## src/inc/mse_pkg.sv

```systemverilog
// Package: register map, error codes and sizes of the status/error block
package mse_pkg;
    // Database geometry
    localparam int DB_WORDS = 5000;
    localparam int MAX_CMDS = 100;
    localparam int STATUS_WORDS = 33;
    localparam logic [12:0] STATUS_BASE = 13'h1c20;
    // Printed register indices (byte address is four times the index)
    localparam logic [12:0] IDX_P2_RX_ERR = 13'h1c36;
    localparam logic [12:0] IDX_RD_XFER = 13'h1c37;
    localparam logic [12:0] IDX_WR_XFER = 13'h1c38;
    localparam logic [12:0] IDX_PARSE_UNUSED = 13'h1c39;
    localparam logic [12:0] IDX_EVT_REQ = 13'h1c3a;
    localparam logic [12:0] IDX_REQ_BLK = 13'h1c3b;
    localparam logic [12:0] IDX_BAD_BLK = 13'h1c3c;
    localparam logic [12:0] IDX_P1_NEW = 13'h1c3d;
    localparam logic [12:0] IDX_P1_PRIOR = 13'h1c3e;
    localparam logic [12:0] IDX_P2_NEW = 13'h1c3f;
    localparam logic [12:0] IDX_P2_PRIOR = 13'h1c40;
    // Configuration registers of our own, word indices
    localparam logic [12:0] IDX_ERR_BASE = 13'h1c41;
    localparam logic [12:0] IDX_CMD_TOTAL = 13'h1c42;
    localparam logic [12:0] IDX_APPLY = 13'h1c43;
    localparam logic [15:0] ERR_BASE_RST = 16'h0000;
    localparam logic [15:0] CMD_TOTAL_RST = 16'h0064;
    // Error codes, 16-bit two's complement
    localparam logic [15:0] EC_OK = 16'h0000;
    localparam logic [15:0] EC_NO_CTS = 16'hffff;
    localparam logic [15:0] EC_TX_TMO = 16'hfffe;
    localparam logic [15:0] EC_RSP_TMO = 16'hfff5;
    localparam logic [15:0] EC_BAD_ADDR = 16'h00fd;
    localparam logic [15:0] EC_BAD_FUNC = 16'h00fe;
    localparam logic [15:0] EC_BAD_CHK = 16'h00ff;
    localparam logic [15:0] EC_BAD_EN = 16'hffd7;
    localparam logic [15:0] EC_BAD_INT = 16'hffd6;
    localparam logic [15:0] EC_BAD_NODE = 16'hffd5;
    localparam logic [15:0] EC_ZERO_CNT = 16'hffd4;
    localparam logic [15:0] EC_BAD_FN = 16'hffd3;
    localparam logic [15:0] EC_BAD_SWAP = 16'hffd2;
    localparam logic [2:0] EXC_MIN = 3'h1;
    localparam logic [2:0] EXC_MAX = 3'h6;
    localparam logic [15:0] NODE_MAX = 16'h00ff;
    // Outcome kinds reported with each command completion
    typedef enum logic [3:0] {
        MSE_OC_OK, MSE_OC_EXC, MSE_OC_NO_CTS, MSE_OC_TX_TMO, MSE_OC_RSP_TMO,
        MSE_OC_BAD_ADDR, MSE_OC_BAD_FUNC, MSE_OC_BAD_CHK
    } mse_outcome_t;
    // Parse fault kinds, bit positions in parse_bits in order of priority
    typedef enum logic [2:0] {
        MSE_PF_EN, MSE_PF_INT, MSE_PF_NODE, MSE_PF_CNT, MSE_PF_FN, MSE_PF_SWAP
    } mse_parse_t;
    localparam logic [1:0] AXI_OKAY = 2'b00;
    localparam logic [1:0] AXI_SLVERR = 2'b10;
endpackage

```

## src/verilog/mse_err_code.sv

```systemverilog
// Module: maps a command outcome or parse fault to its 16-bit error code
`timescale 1ns/1ns
module mse_err_code
    import mse_pkg::*;
(
    input wire logic parse_fault,
    input wire logic [5:0] parse_bits,
    input wire logic [3:0] outcome,
    input wire logic [2:0] exc_code,
    output logic [15:0] code
);
    //--------------------------------------------------------------
    // Code selection
    //--------------------------------------------------------------
    // Parse faults report the first failing field in entry order
    always_comb begin
        code = EC_OK;
        if (parse_fault) begin
            if (parse_bits[MSE_PF_EN]) code = EC_BAD_EN;
            else if (parse_bits[MSE_PF_INT]) code = EC_BAD_INT;
            else if (parse_bits[MSE_PF_NODE]) code = EC_BAD_NODE;
            else if (parse_bits[MSE_PF_CNT]) code = EC_ZERO_CNT;
            else if (parse_bits[MSE_PF_FN]) code = EC_BAD_FN;
            else if (parse_bits[MSE_PF_SWAP]) code = EC_BAD_SWAP;
        end else begin
            unique case (outcome)
                MSE_OC_OK: code = EC_OK;
                MSE_OC_EXC: code = {13'h0000, exc_code};
                MSE_OC_NO_CTS: code = EC_NO_CTS;
                MSE_OC_TX_TMO: code = EC_TX_TMO;
                MSE_OC_RSP_TMO: code = EC_RSP_TMO;
                MSE_OC_BAD_ADDR: code = EC_BAD_ADDR;
                MSE_OC_BAD_FUNC: code = EC_BAD_FUNC;
                MSE_OC_BAD_CHK: code = EC_BAD_CHK;
                default: code = EC_OK;
            endcase
        end
    end
endmodule // mse_err_code

```

## src/verilog/mse_status_regs.sv

```systemverilog
// Module: status counters, failure indices and command error table with AXI4-Lite access
// Contract
// - Count each message error received on port two.
// - Count each read block moved to the host.
// - Count each write block exchanged with the host.
// - Count each command event block accepted from the host.
// - Count each command block accepted from the host.
// - Count each erroneous host block recognised.
// - Per master port, hold index of newest failed command.
// - Per master port, hold index of the failure before it.
// - One error word per command, table at configured database base.
// - Table length equals configured command total, up to 100.
// - Slave exception responses store exception value 1 to 6.
// - Missing CTS before transmit records -1.
// - Request send timeout records -2.
// - No reply within response timeout records -11.
// - Reply slave address mismatch records 253.
// - Reply function code mismatch records 254.
// - Failed CRC or LRC check records 255.
// - Parse faults record -41, -42, -45, -46.
// - Node address outside 0..255 records -43.
// - Zero count, including blank entries, records -44.
// - Status forms a 33-word block; these words are its tail.
//
// The implementer's own choice: the AXI4-Lite register port.
`timescale 1ns/1ns
module mse_status_regs
    import mse_pkg::*;
(
    input wire logic aclk,
    input wire logic aresetn,
    input wire logic [15:0] s_axi_awaddr,
    input wire logic s_axi_awvalid,
    output logic s_axi_awready,
    input wire logic [31:0] s_axi_wdata,
    input wire logic [3:0] s_axi_wstrb,
    input wire logic s_axi_wvalid,
    output logic s_axi_wready,
    output logic [1:0] s_axi_bresp,
    output logic s_axi_bvalid,
    input wire logic s_axi_bready,
    input wire logic [15:0] s_axi_araddr,
    input wire logic s_axi_arvalid,
    output logic s_axi_arready,
    output logic [31:0] s_axi_rdata,
    output logic [1:0] s_axi_rresp,
    output logic s_axi_rvalid,
    input wire logic s_axi_rready,
    input wire logic p2_rx_error,
    input wire logic read_block_done,
    input wire logic write_block_done,
    input wire logic event_block_taken,
    input wire logic command_block_taken,
    input wire logic bad_block_seen,
    input wire logic cmd_done,
    input wire logic cmd_port,
    input wire logic [6:0] cmd_index,
    input wire logic [3:0] cmd_outcome,
    input wire logic [2:0] cmd_exc_code,
    input wire logic parse_fault,
    input wire logic [5:0] parse_bits,
    output logic [15:0] err_base,
    output logic [6:0] cmd_total
);
    //--------------------------------------------------------------
    // Storage
    //--------------------------------------------------------------
    logic [15:0] p2_rx_err_q, rd_xfer_q, wr_xfer_q, evt_req_q, req_blk_q, bad_blk_q;
    logic [15:0] p1_new_q, p1_prior_q, p2_new_q, p2_prior_q;
    logic [15:0] err_base_q, cmd_total_cfg_q;
    logic [6:0] cmd_total_q;
    logic [15:0] err_tab [0:MAX_CMDS-1];
    logic [15:0] code;
    logic [15:0] aw_q, wd_q;
    logic aw_have_q, w_have_q;
    // Declared early: configuration writes and the response both key off it
    logic bvalid_set;

    function automatic logic [15:0] bump(input logic [15:0] v);
        return v + 16'h0001; // Wraps naturally at 16 bits
    endfunction

    // Word index from a byte address
    function automatic logic [12:0] word_idx(input logic [15:0] a);
        return a[14:2];
    endfunction

    mse_err_code u_code (
        .parse_fault(parse_fault),
        .parse_bits(parse_bits),
        .outcome(cmd_outcome),
        .exc_code(cmd_exc_code),
        .code(code)
    );

    //--------------------------------------------------------------
    // Transfer counters
    //--------------------------------------------------------------
    // wrapping counters
    always_ff @(posedge aclk) begin
        if (!aresetn) begin
            p2_rx_err_q <= 16'h0000;
            rd_xfer_q <= 16'h0000;
            wr_xfer_q <= 16'h0000;
            evt_req_q <= 16'h0000;
            req_blk_q <= 16'h0000;
            bad_blk_q <= 16'h0000;
        end else begin
            if (p2_rx_error) p2_rx_err_q <= bump(p2_rx_err_q);
            if (read_block_done) rd_xfer_q <= bump(rd_xfer_q);
            if (write_block_done) wr_xfer_q <= bump(wr_xfer_q);
            if (event_block_taken) evt_req_q <= bump(evt_req_q);
            if (command_block_taken) req_blk_q <= bump(req_blk_q);
            if (bad_block_seen) bad_blk_q <= bump(bad_blk_q);
        end
    end

    //--------------------------------------------------------------
    // Failure indices
    //--------------------------------------------------------------
    logic fail;
    assign fail = cmd_done && (code != EC_OK);
    always_ff @(posedge aclk) begin
        if (!aresetn) begin
            p1_new_q <= 16'h0000;
            p1_prior_q <= 16'h0000;
            p2_new_q <= 16'h0000;
            p2_prior_q <= 16'h0000;
        end else if (fail) begin
            if (!cmd_port) begin
                p1_prior_q <= p1_new_q;
                p1_new_q <= {9'h000, cmd_index};
            end else begin
                p2_prior_q <= p2_new_q;
                p2_new_q <= {9'h000, cmd_index};
            end
        end
    end

    //--------------------------------------------------------------
    // Command error table
    //--------------------------------------------------------------
    // one word per command
    always_ff @(posedge aclk) begin
        if (cmd_done && (cmd_index < cmd_total_q)) begin
            err_tab[cmd_index] <= code;
        end
    end

    //--------------------------------------------------------------
    // Configuration
    //--------------------------------------------------------------
    // total latched only at restart or apply strobe
    always_ff @(posedge aclk) begin
        if (!aresetn) begin
            cmd_total_q <= 7'(MAX_CMDS);
        end else if (bvalid_set && word_idx(aw_q) == IDX_APPLY && wd_q[0]) begin
            cmd_total_q <= (cmd_total_cfg_q > 16'(MAX_CMDS)) ? 7'(MAX_CMDS)
                                                               : cmd_total_cfg_q[6:0];
        end
    end

    always_ff @(posedge aclk) begin
        if (!aresetn) begin
            err_base_q <= ERR_BASE_RST;
            cmd_total_cfg_q <= CMD_TOTAL_RST;
        end else if (bvalid_set) begin
            if (word_idx(aw_q) == IDX_ERR_BASE) err_base_q <= wd_q;
            if (word_idx(aw_q) == IDX_CMD_TOTAL) cmd_total_cfg_q <= wd_q;
        end
    end
    assign err_base = err_base_q;
    assign cmd_total = cmd_total_q;

    //--------------------------------------------------------------
    // AXI4-Lite write channel
    //--------------------------------------------------------------
    assign bvalid_set = aw_have_q && w_have_q && !s_axi_bvalid;
    assign s_axi_awready = !aw_have_q;
    assign s_axi_wready = !w_have_q;

    // Address and data captured independently, answered when both held
    always_ff @(posedge aclk) begin
        if (!aresetn) begin
            aw_have_q <= 1'b0;
            w_have_q <= 1'b0;
            aw_q <= 16'h0000;
            wd_q <= 16'h0000;
            s_axi_bvalid <= 1'b0;
            s_axi_bresp <= AXI_OKAY;
        end else begin
            if (s_axi_awvalid && !aw_have_q) begin
                aw_have_q <= 1'b1;
                aw_q <= s_axi_awaddr;
            end
            if (s_axi_wvalid && !w_have_q) begin
                w_have_q <= 1'b1;
                wd_q <= {s_axi_wstrb[1] ? s_axi_wdata[15:8] : 8'h00,
                         s_axi_wstrb[0] ? s_axi_wdata[7:0] : 8'h00};
            end
            if (bvalid_set) begin
                s_axi_bvalid <= 1'b1;
                s_axi_bresp <= is_cfg(aw_q) ? AXI_OKAY : AXI_SLVERR;
            end else if (s_axi_bvalid && s_axi_bready) begin
                s_axi_bvalid <= 1'b0;
                aw_have_q <= 1'b0;
                w_have_q <= 1'b0;
            end
        end
    end

    function automatic logic is_cfg(input logic [15:0] a);
        return (word_idx(a) == IDX_ERR_BASE) || (word_idx(a) == IDX_CMD_TOTAL)
            || (word_idx(a) == IDX_APPLY);
    endfunction

    //--------------------------------------------------------------
    // AXI4-Lite read channel
    //--------------------------------------------------------------
    logic [12:0] ridx;
    logic [12:0] tab_off;
    logic [15:0] rword;
    logic rhit;
    assign s_axi_arready = !s_axi_rvalid;
    assign ridx = word_idx(s_axi_araddr);
    assign tab_off = ridx - err_base_q[12:0];

    always_comb begin
        rword = 16'h0000;
        rhit = 1'b1;
        unique case (ridx)
            IDX_P2_RX_ERR: rword = p2_rx_err_q;
            IDX_RD_XFER: rword = rd_xfer_q;
            IDX_WR_XFER: rword = wr_xfer_q;
            IDX_PARSE_UNUSED: rword = 16'h0000; // Reserved, reads zero
            IDX_EVT_REQ: rword = evt_req_q;
            IDX_REQ_BLK: rword = req_blk_q;
            IDX_BAD_BLK: rword = bad_blk_q;
            IDX_P1_NEW: rword = p1_new_q;
            IDX_P1_PRIOR: rword = p1_prior_q;
            IDX_P2_NEW: rword = p2_new_q;
            IDX_P2_PRIOR: rword = p2_prior_q;
            IDX_ERR_BASE: rword = err_base_q;
            IDX_CMD_TOTAL: rword = cmd_total_cfg_q;
            IDX_APPLY: rword = {9'h000, cmd_total_q};
            default: begin
                // Table window follows the configured base and live total
                if (ridx >= err_base_q[12:0] && tab_off < 13'(cmd_total_q)) begin
                    rword = err_tab[tab_off[6:0]];
                end else begin
                    rhit = 1'b0;
                end
            end
        endcase
    end

    // One-cycle read latency; rdata held until taken
    always_ff @(posedge aclk) begin
        if (!aresetn) begin
            s_axi_rvalid <= 1'b0;
            s_axi_rdata <= 32'h0000_0000;
            s_axi_rresp <= AXI_OKAY;
        end else if (s_axi_arvalid && !s_axi_rvalid) begin
            s_axi_rvalid <= 1'b1;
            s_axi_rdata <= {16'h0000, rword};
            s_axi_rresp <= rhit ? AXI_OKAY : AXI_SLVERR;
        end else if (s_axi_rvalid && s_axi_rready) begin
            s_axi_rvalid <= 1'b0;
        end
    end

    //--------------------------------------------------------------
    // Checks
    //--------------------------------------------------------------
    AST_P2_COUNT: assert property (@(posedge aclk) disable iff (!aresetn)
        p2_rx_error |=> p2_rx_err_q == $past(p2_rx_err_q) + 16'h0001)
        else $error("port two error count did not step");
    AST_RD_COUNT: assert property (@(posedge aclk) disable iff (!aresetn)
        !read_block_done |=> $stable(rd_xfer_q))
        else $error("read count moved without a block");
    AST_WR_COUNT: assert property (@(posedge aclk) disable iff (!aresetn)
        write_block_done |=> wr_xfer_q == $past(wr_xfer_q) + 16'h0001)
        else $error("write count did not step");
    AST_EVT_COUNT: assert property (@(posedge aclk) disable iff (!aresetn)
        event_block_taken |=> evt_req_q == $past(evt_req_q) + 16'h0001)
        else $error("event count did not step");
    AST_REQ_COUNT: assert property (@(posedge aclk) disable iff (!aresetn)
        command_block_taken |=> req_blk_q == $past(req_blk_q) + 16'h0001)
        else $error("command block count did not step");
    AST_BAD_COUNT: assert property (@(posedge aclk) disable iff (!aresetn)
        bad_block_seen |=> bad_blk_q == $past(bad_blk_q) + 16'h0001)
        else $error("bad block count did not step");
    AST_P1_NEW: assert property (@(posedge aclk) disable iff (!aresetn)
        fail && !cmd_port |=> p1_new_q == {9'h000, $past(cmd_index)})
        else $error("port one newest index wrong");
    AST_P1_SHIFT: assert property (@(posedge aclk) disable iff (!aresetn)
        fail && !cmd_port |=> p1_prior_q == $past(p1_new_q))
        else $error("port one prior index not shifted");
    AST_P2_SHIFT: assert property (@(posedge aclk) disable iff (!aresetn)
        fail && cmd_port |=> p2_prior_q == $past(p2_new_q) && $stable(p1_new_q))
        else $error("port two prior index not shifted");
    AST_OK_CLEAR: assert property (@(posedge aclk) disable iff (!aresetn)
        cmd_done && !parse_fault && cmd_outcome == MSE_OC_OK && cmd_index < cmd_total_q
        |=> err_tab[$past(cmd_index)] == EC_OK)
        else $error("success did not clear error word");
    AST_RSP_TMO: assert property (@(posedge aclk) disable iff (!aresetn)
        !parse_fault && cmd_outcome == MSE_OC_RSP_TMO |-> code == EC_RSP_TMO)
        else $error("response timeout code wrong");
    AST_BLANK: assert property (@(posedge aclk) disable iff (!aresetn)
        parse_fault && parse_bits[3:0] == 4'h8 |-> code == EC_ZERO_CNT)
        else $error("zero count code wrong");
    AST_RD_STEP: assert property (@(posedge aclk) disable iff (!aresetn)
        read_block_done |=> rd_xfer_q == $past(rd_xfer_q) + 16'h0001)
        else $error("read count did not step");
    AST_P2_NEW: assert property (@(posedge aclk) disable iff (!aresetn)
        fail && cmd_port |=> p2_new_q == {9'h000, $past(cmd_index)})
        else $error("port two newest index wrong");
    AST_NO_CTS: assert property (@(posedge aclk) disable iff (!aresetn)
        !parse_fault && cmd_outcome == MSE_OC_NO_CTS |-> code == EC_NO_CTS)
        else $error("missing CTS code wrong");
    AST_BAD_CHK: assert property (@(posedge aclk) disable iff (!aresetn)
        !parse_fault && cmd_outcome == MSE_OC_BAD_CHK |-> code == EC_BAD_CHK)
        else $error("check failure code wrong");
    AST_NODE: assert property (@(posedge aclk) disable iff (!aresetn)
        parse_fault && parse_bits[2:0] == 3'h4 |-> code == EC_BAD_NODE)
        else $error("node range code wrong");
    AST_TOTAL_HOLD: assert property (@(posedge aclk) disable iff (!aresetn)
        !bvalid_set |=> $stable(cmd_total_q))
        else $error("live command total moved without a write");
endmodule // mse_status_regs

```

## config.mk

```make
export PLATFORM = sky130hd
export DESIGN_NAME = mse_status_regs
export DESIGN_NICKNAME = d
export VERILOG_FILES = /design/src/inc/mse_pkg.sv /design/src/verilog/mse_err_code.sv /design/src/verilog/mse_status_regs.sv
export SDC_FILE = /design/constraint.sdc
export NUM_CORES = 1
export LEC_CHECK = 0
export BUFFER_PORTS_ARGS = -buffer_cell sky130_fd_sc_hd__buf_2
export CAP_MARGIN = 40
export CORE_ASPECT_RATIO = 0.8
export CORE_UTILIZATION = 40
export DETAILED_ROUTE_END_ITERATION = 8
export PLACE_DENSITY = 0.62
export REMOVE_ABC_BUFFERS = 1
export SYNTH_ARGS = -nofsm -noshare
export SYNTH_HDL_FRONTEND = slang
export SYNTH_SLANG_ARGS = --single-unit
```

## constraint.sdc

```tcl
create_clock -name aclk -period 12.2 [get_ports aclk]
set_input_delay 0.61 -clock aclk [delete_from_list [all_inputs] [get_ports aclk]]
set_output_delay 0.61 -clock aclk [all_outputs]
set_load 0.01 [all_outputs]
```

# ---- Yosys cells after proc, flatten, opt, wreduce, memory -nomap -nowiden
# Memories as Yosys holds them, arrays and structs flattened.
# Index checks and enable logic that the tools add are counted.
dict set report classes {
  reduce_logical 26
  n_lt_le_gt_ge 4
  muxes 29
  add_sub_neg 7
  n_bitwise 1
  n_eq_ne 24
}
# op n
set op_table {}
lappend op_table {{$pmux W16 S14} 1}
lappend op_table {{$eq A13 B13 Y1 const B} 17}
lappend op_table {{$mux W16} 8}
lappend op_table {{$pmux W16 S7} 1}
lappend op_table {{$add A16 B1 Y16 const B} 6}
lappend op_table {{$eq A4 B3 Y1 const B} 4}
lappend op_table {{$gt A16 B7 Y1 const B} 1}
lappend op_table {{$mux W8} 2}
lappend op_table {{$reduce_bool A16 Y1} 1}
lappend op_table {{$mux W1} 14}
lappend op_table {{$reduce_or A14 Y1} 1}
lappend op_table {{$ge A13 B13 Y1} 1}
lappend op_table {{$lt A13 B7 Y1} 1}
lappend op_table {{$sub A13 B13 Y13} 1}
lappend op_table {{$logic_and A1 B1 Y1} 12}
lappend op_table {{$eq A4 B2 Y1 const B} 2}
lappend op_table {{$reduce_and A2 Y1} 4}
lappend op_table {{$lt A7 B7 Y1} 1}
lappend op_table {{$mux W7} 1}
lappend op_table {{$eq A4 B1 Y1 const B} 1}
lappend op_table {{$logic_not A1 Y1} 4}
lappend op_table {{$mux W2} 2}
lappend op_table {{$reduce_bool A2 Y1} 2}
lappend op_table {{$logic_or A1 B1 Y1} 2}
lappend op_table {{$not A1 Y1} 1}
dict set report totals {
  word_cells 114
  n_memories 1
  register_bits 218
  output_inout_bits 64
  inputBits 104
  ramBits 1600
}
# name words word_bits rd rd_ports_with_merged_regs wr line_no
set mem_list {}
lappend mem_list {err_tab 100 16 1 0 1 mse_status_regs.sv:72} ;# logic [15:0] err_tab [0:MAX_CMDS-1];

# ---- Depth between registers and ports, before layout
dict set report depth {
  ltp_word 10
  depth_mapped 20
  ltp_nobuf 17
}

# ---- By module
# Synthesis repeated with hierarchy kept, for this count alone.
dict set report hier_totals {
  hier_cells 4173
  hier_area_um2 73454.2
}
# mod instances seq_area_each_um2 cells_each area_per_inst_um2
set modules_own_cells {}
lappend modules_own_cells {mse_status_regs 1 52330.2 4136 73215.2}
lappend modules_own_cells {mse_err_code 1 0.0 37 239.0}

# ---- Worst setup path before layout
# No wires, ideal clock.
dict set report synth_timing {
  path_type {input -> register}
  start {input port cmd_outcome[2]}
  end {memory err_tab[0][14] (data pin)}
  path_slack_ns 6.202
  n_path_buf 0
  t_arrival_ns 4.991
  required_ns 11.192
  path_stages 3
  setup_time_ns 1.008
  path_cell_list {nand2b_1 -> a21boi_0 -> o31ai_1}
}
dict set report synth_between {
  elab_chain_len 3
  word_cells_on_any_way 9
  classes_between {eq/ne (7); mux (2)}
}
# item line_no
set synth_rtl {}
lappend synth_rtl {{start: declaration} mse_status_regs.sv:58} ;# input wire logic [3:0] cmd_outcome,
lappend synth_rtl {{$eq A4 B3 Y1, or another cell as far along} mse_err_code.sv:26} ;# unique case (outcome)
lappend synth_rtl {{$pmux W16 S7 *} mse_err_code.sv:26}
lappend synth_rtl {{$mux W16 *} mse_err_code.sv:18} ;# if (parse_fault) begin
lappend synth_rtl {{end: declaration} mse_status_regs.sv:72}
# Mark *: on every way between the ends. The rest lies on a longest branch, timed or not.

# ---- Final worst setup path
dict set report layout_timing {
  start {register err_base_q[2] (netlist: err_base[2])}
  end {register s_axi_rdata[7]}
}
dict set report layout_between {
  elab_chain_len 5
  word_cells_on_any_way 7
  classes_between {add/sub (1); order compare (2); mux (2); reduce/logical (1); memory (1)}
}
# item line_no
set layout_rtl {}
lappend layout_rtl {{start: declaration} mse_status_regs.sv:70} ;# logic [15:0] err_base_q, cmd_total_cfg_q;
lappend layout_rtl {{start signal: assignment} mse_status_regs.sv:168} ;# if (word_idx(aw_q) == IDX_ERR_BASE) err_base_q <= wd_q;
lappend layout_rtl {{branches (longest 3 deep; another with $mem_v2 Z100 W16)} --}
lappend layout_rtl {{$mux W16 *} mse_status_regs.sv:248} ;# if (ridx >= err_base_q[12:0] && tab_off < 13'(cmd_total_q)) begin
lappend layout_rtl {{$pmux W16 S14 *} mse_status_regs.sv:231} ;# unique case (ridx)
lappend layout_rtl {{end signal: assignment} mse_status_regs.sv:265} ;# s_axi_rdata <= {16'h0000, rword};
lappend layout_rtl {{end: declaration} mse_status_regs.sv:45} ;# output logic [31:0] s_axi_rdata,
# Mark *: on every way between the ends.
# A chain may end at the register's enable or synchronous reset.

==> impl_metrics.py <==
metrics = {
    "sta": {
        "worst_pin_slew_ns": 1.02,
        "fmax_mhz": 178,
        "slew_headroom": 0.321,
        "period_share": 0.460,
        "timing.setup.tns_ns": 0,
        "fin_hold_ws_ns": 0.191,
        "fin_skew_ns": 0.0259,
        "drv_slew": 0,
        "hold_violations": 0,
        "period_minus_slack_ns": 5.61,
        "fin_ws_ns": 6.59,
        "rsz0062_at_grt": "false",
        "finalSetupViolCount": 0,
    },
    "clocking": {
        "root_buffer": "clkbuf_16",
        "post_cts_resize_count": 0,
        "clock_latency_ns": 0.66,
        "cts_post_setup_buffers_inserted": 0,
        "tritoncts": "done",
        "cts_max_path_buffers": 3,
        "cts.sinks": 914,
        "cts_buffers": 89,
        "path_clk_slew_ns": 0.06,
        "cts.htree.levels": 3,
        "hold_buffers": 0,
    },
    "floorplanning": {
        "core_area_mm2": 0.0954,
        "die_w_um": 350,
        "dieArea_mm2": 0.0981,
        "die_y_um": 280,
        "start_util": 0.406,
        "rows": 101,
        "boundaryPins": 168,
    },
    "finish": {
        "layout_commonest_cell": "edfxtp_1",
        "layout_common_cells": "700 x edfxtp_1, 292 x nand2_1, 214 x dfxtp_1",
        "area_delta_synth_final_pct": 13.2,
        "drive_gt1_frac": 0.179,
        "final_cells": 4157,
        "nFillCells": 8274,
        "final_nets": 2929,
    },
    "detailed_routing": {
        "routedWlPerCell_um": 24.9,
        "first_pass_iters": 6,
        "totalWireLength_mm": 104,
        "ant_nets": 0,
        "post-route-drc-count": 0,
        "vias": 24000,
        "viasPerCell": 5.76,
        "drt_iter0_markers": 3063,
    },
    "synth": {
        "synth_cells": 2665,
        "yosysTopAreaCellShare": 0.543,
        "synth-seq-cells": 914,
        "ys_warn_count": 0,
        "ys.flop_type": "edfxtp_1",
        "synthDistinctLibCells": 88,
        "async_reset_ff_frac": 0,
        "yosys.area.top_type": "edfxtp_1",
        "synthesis.area_mm2": 0.0387,
        "postSynthAreaPerCell_um2": 14.5,
        "synthTopCellsByArea": "edfxtp_1 54%, dfxtp_1 11%, mux4_2 9.6%",
        "ys_seq_area_frac": 0.653,
        "synth_edf_count": 700,
    },
    "worst_setup_path": {
        "reg2reg_slack_ns": 6.59,
        "arrival_ns": 6.19,
        "cp-end-kind": "flop",
        "startpoint_type": "flop",
        "critPathRequiredTime_ns": 12.78,
        "cp_max_fo": 13,
        "worstSetupPathType": "flop to flop",
    },
    "power_and_ir_drop": {
        "switchingPower_w": 0.00151,
        "p_int_w": 0.00506,
        "leakage_nw": 15.1,
        "power_density_mw_per_mm2": 150,
        "pwr-share-comb": 0.068,
        "seqPwrFrac": 0.518,
        "clockPowerShare": 0.414,
        "switching_share": 0.230,
        "peakVddDrop_mv": 0.130,
    },
    "grt": {
        "grt_antenna_before_repair": 9,
        "grt_max_degree": 120,
        "overflow": 0,
        "track_usage": 0.211,
        "grt_pass1_wl_mm": 153,
        "grt_pass1_vias": 23300,
    },
    "status": {
        "status": "finished, final reports clean",
    },
    "run": {
        "max_cap_violations": 0,
    },
    "place": {
        "dp_cells": 3987,
        "place_ws_ns": 6.35,
        "dp_hpwl_mm": 69.0,
        "gp_congestion": 0.927,
        "port_buffers": 125,
    },
    "hold_path": {
        "min_path_type": "input pin to flop",
    },
}
[power by group through the flow]
stage	clock, W	combinational (W)	sequential [W]
5_1_grt	0.00288	0.000476	0.00340
2_1_floorplan	0	0.000261	0.00347
3_5_place_dp	0	0.000442	0.00347
4_1_cts	0.00276	0.000444	0.00340
6_report	0.00272	0.000447	0.00340
3_3_place_gp	0	0.000420	0.00347
[sequential cells by signal, indices dropped and copies added, names as in the netlist, 7 cells and up]
name and flops:
p1_prior_q 7, cmd_total 7, cmd_total_cfg_q 16, p1_new_q 7
s_axi_rdata 16, p2_new_q 7, aw_q 13, wr_xfer_q 16
req_blk_q 16, err_tab 700, p2_prior_q 7, err_base 16
wd_q 16, rd_xfer_q 16, p2_rx_err_q 16, evt_req_q 16
bad_blk_q 16
[layout make-up]
type / instances / area [um^2] / share of cell area
timing repair buffer: 178 / 1190 / 0.0271
sequential: 914 / 25300 / 0.577
clock inverter: 58 / 484 / 0.0110
clock buffer: 106 / 2370 / 0.0542
antenna: 4 / 10.0 / 0.000228
multi-input combinational: 1562 / 12700 / 0.289
tap: 1287 / 1610 / 0.0367
inverter: 48 / 183 / 0.00417
[kinds of logic after synthesis]
kind of cell,Yosys count,synth area share
flops,914,0.653
xor+xnor,84,0.0192
other cells,1,0.0000968
buf+inv,206,0.0247
fa+ha+maj,32,0.0105
mux,259,0.121
simple gates,814,0.103
compound gates,355,0.0681
[metal layers]
layer / vias to the layer above / wire length [um] / track usage
li1: 10400 / - / -
met1: 12200 / 46400 / 0.318
met2: 1126 / 43900 / 0.298
met3: 181 / 10800 / 0.0543
met4: 8 / 2470 / 0.0571
met5: - / 51 / 0
[cells in the mapped netlist (18+ instances only)]
cell and n:
edfxtp_1 700, nand2_1 294, dfxtp_1 214, mux4_2 165
nor2_1 141, mux2i_1 89, nand3_1 89, and2_1 88
clkbuf_1 86, a21boi_0 77, xnor2_1 67, o21ai_0 49
and3_1 48, inv_1 46, nor2b_1 44, buf_2 36
a22oi_1 34, a21oi_1 32, ha_1 31, nand4_1 28
buf_4 23, a31oi_1 21, a221oi_1 18
[final timing paths]
check             depth (start not counted)     startpoint             end
setup reg to reg                         16    err_base[2]  s_axi_rdata[7]
hold reg to reg                           2        aw_q[5]         aw_q[5]
setup / recovery                         16    err_base[2]  s_axi_rdata[7]
hold / removal                            2  s_axi_awvalid       aw_have_q
[critical path: stages (launching register included)]
cell       delay (ns)
dfxtp_1          0.46
inv_1            0.08
ha_1             0.44
nand3_1          0.17
o21bai_1         0.31
a21boi_0         0.36
nand2b_1         0.59
clkinv_1         0.49
ha_1             0.45
nand4_1          0.12
and3_1           0.17
o21a_1           0.25
o211ai_1         0.18
a2111oi_4        0.24
nand4_1          0.31
or4_4            0.70
a31oi_1          0.21
[per-stage QoR]
step	utilization	power (W)	area, um^2
finish	0.459	0.00657	43800
detailed placement	0.429	0.00391	41000
global placement	0.426	0.00389	40700
floorplan	-	0.00373	38000
global route	0.459	0.00676	43800
CTS	0.459	0.00661	43800
No activity file was read; power rests on OpenSTA's default activity.
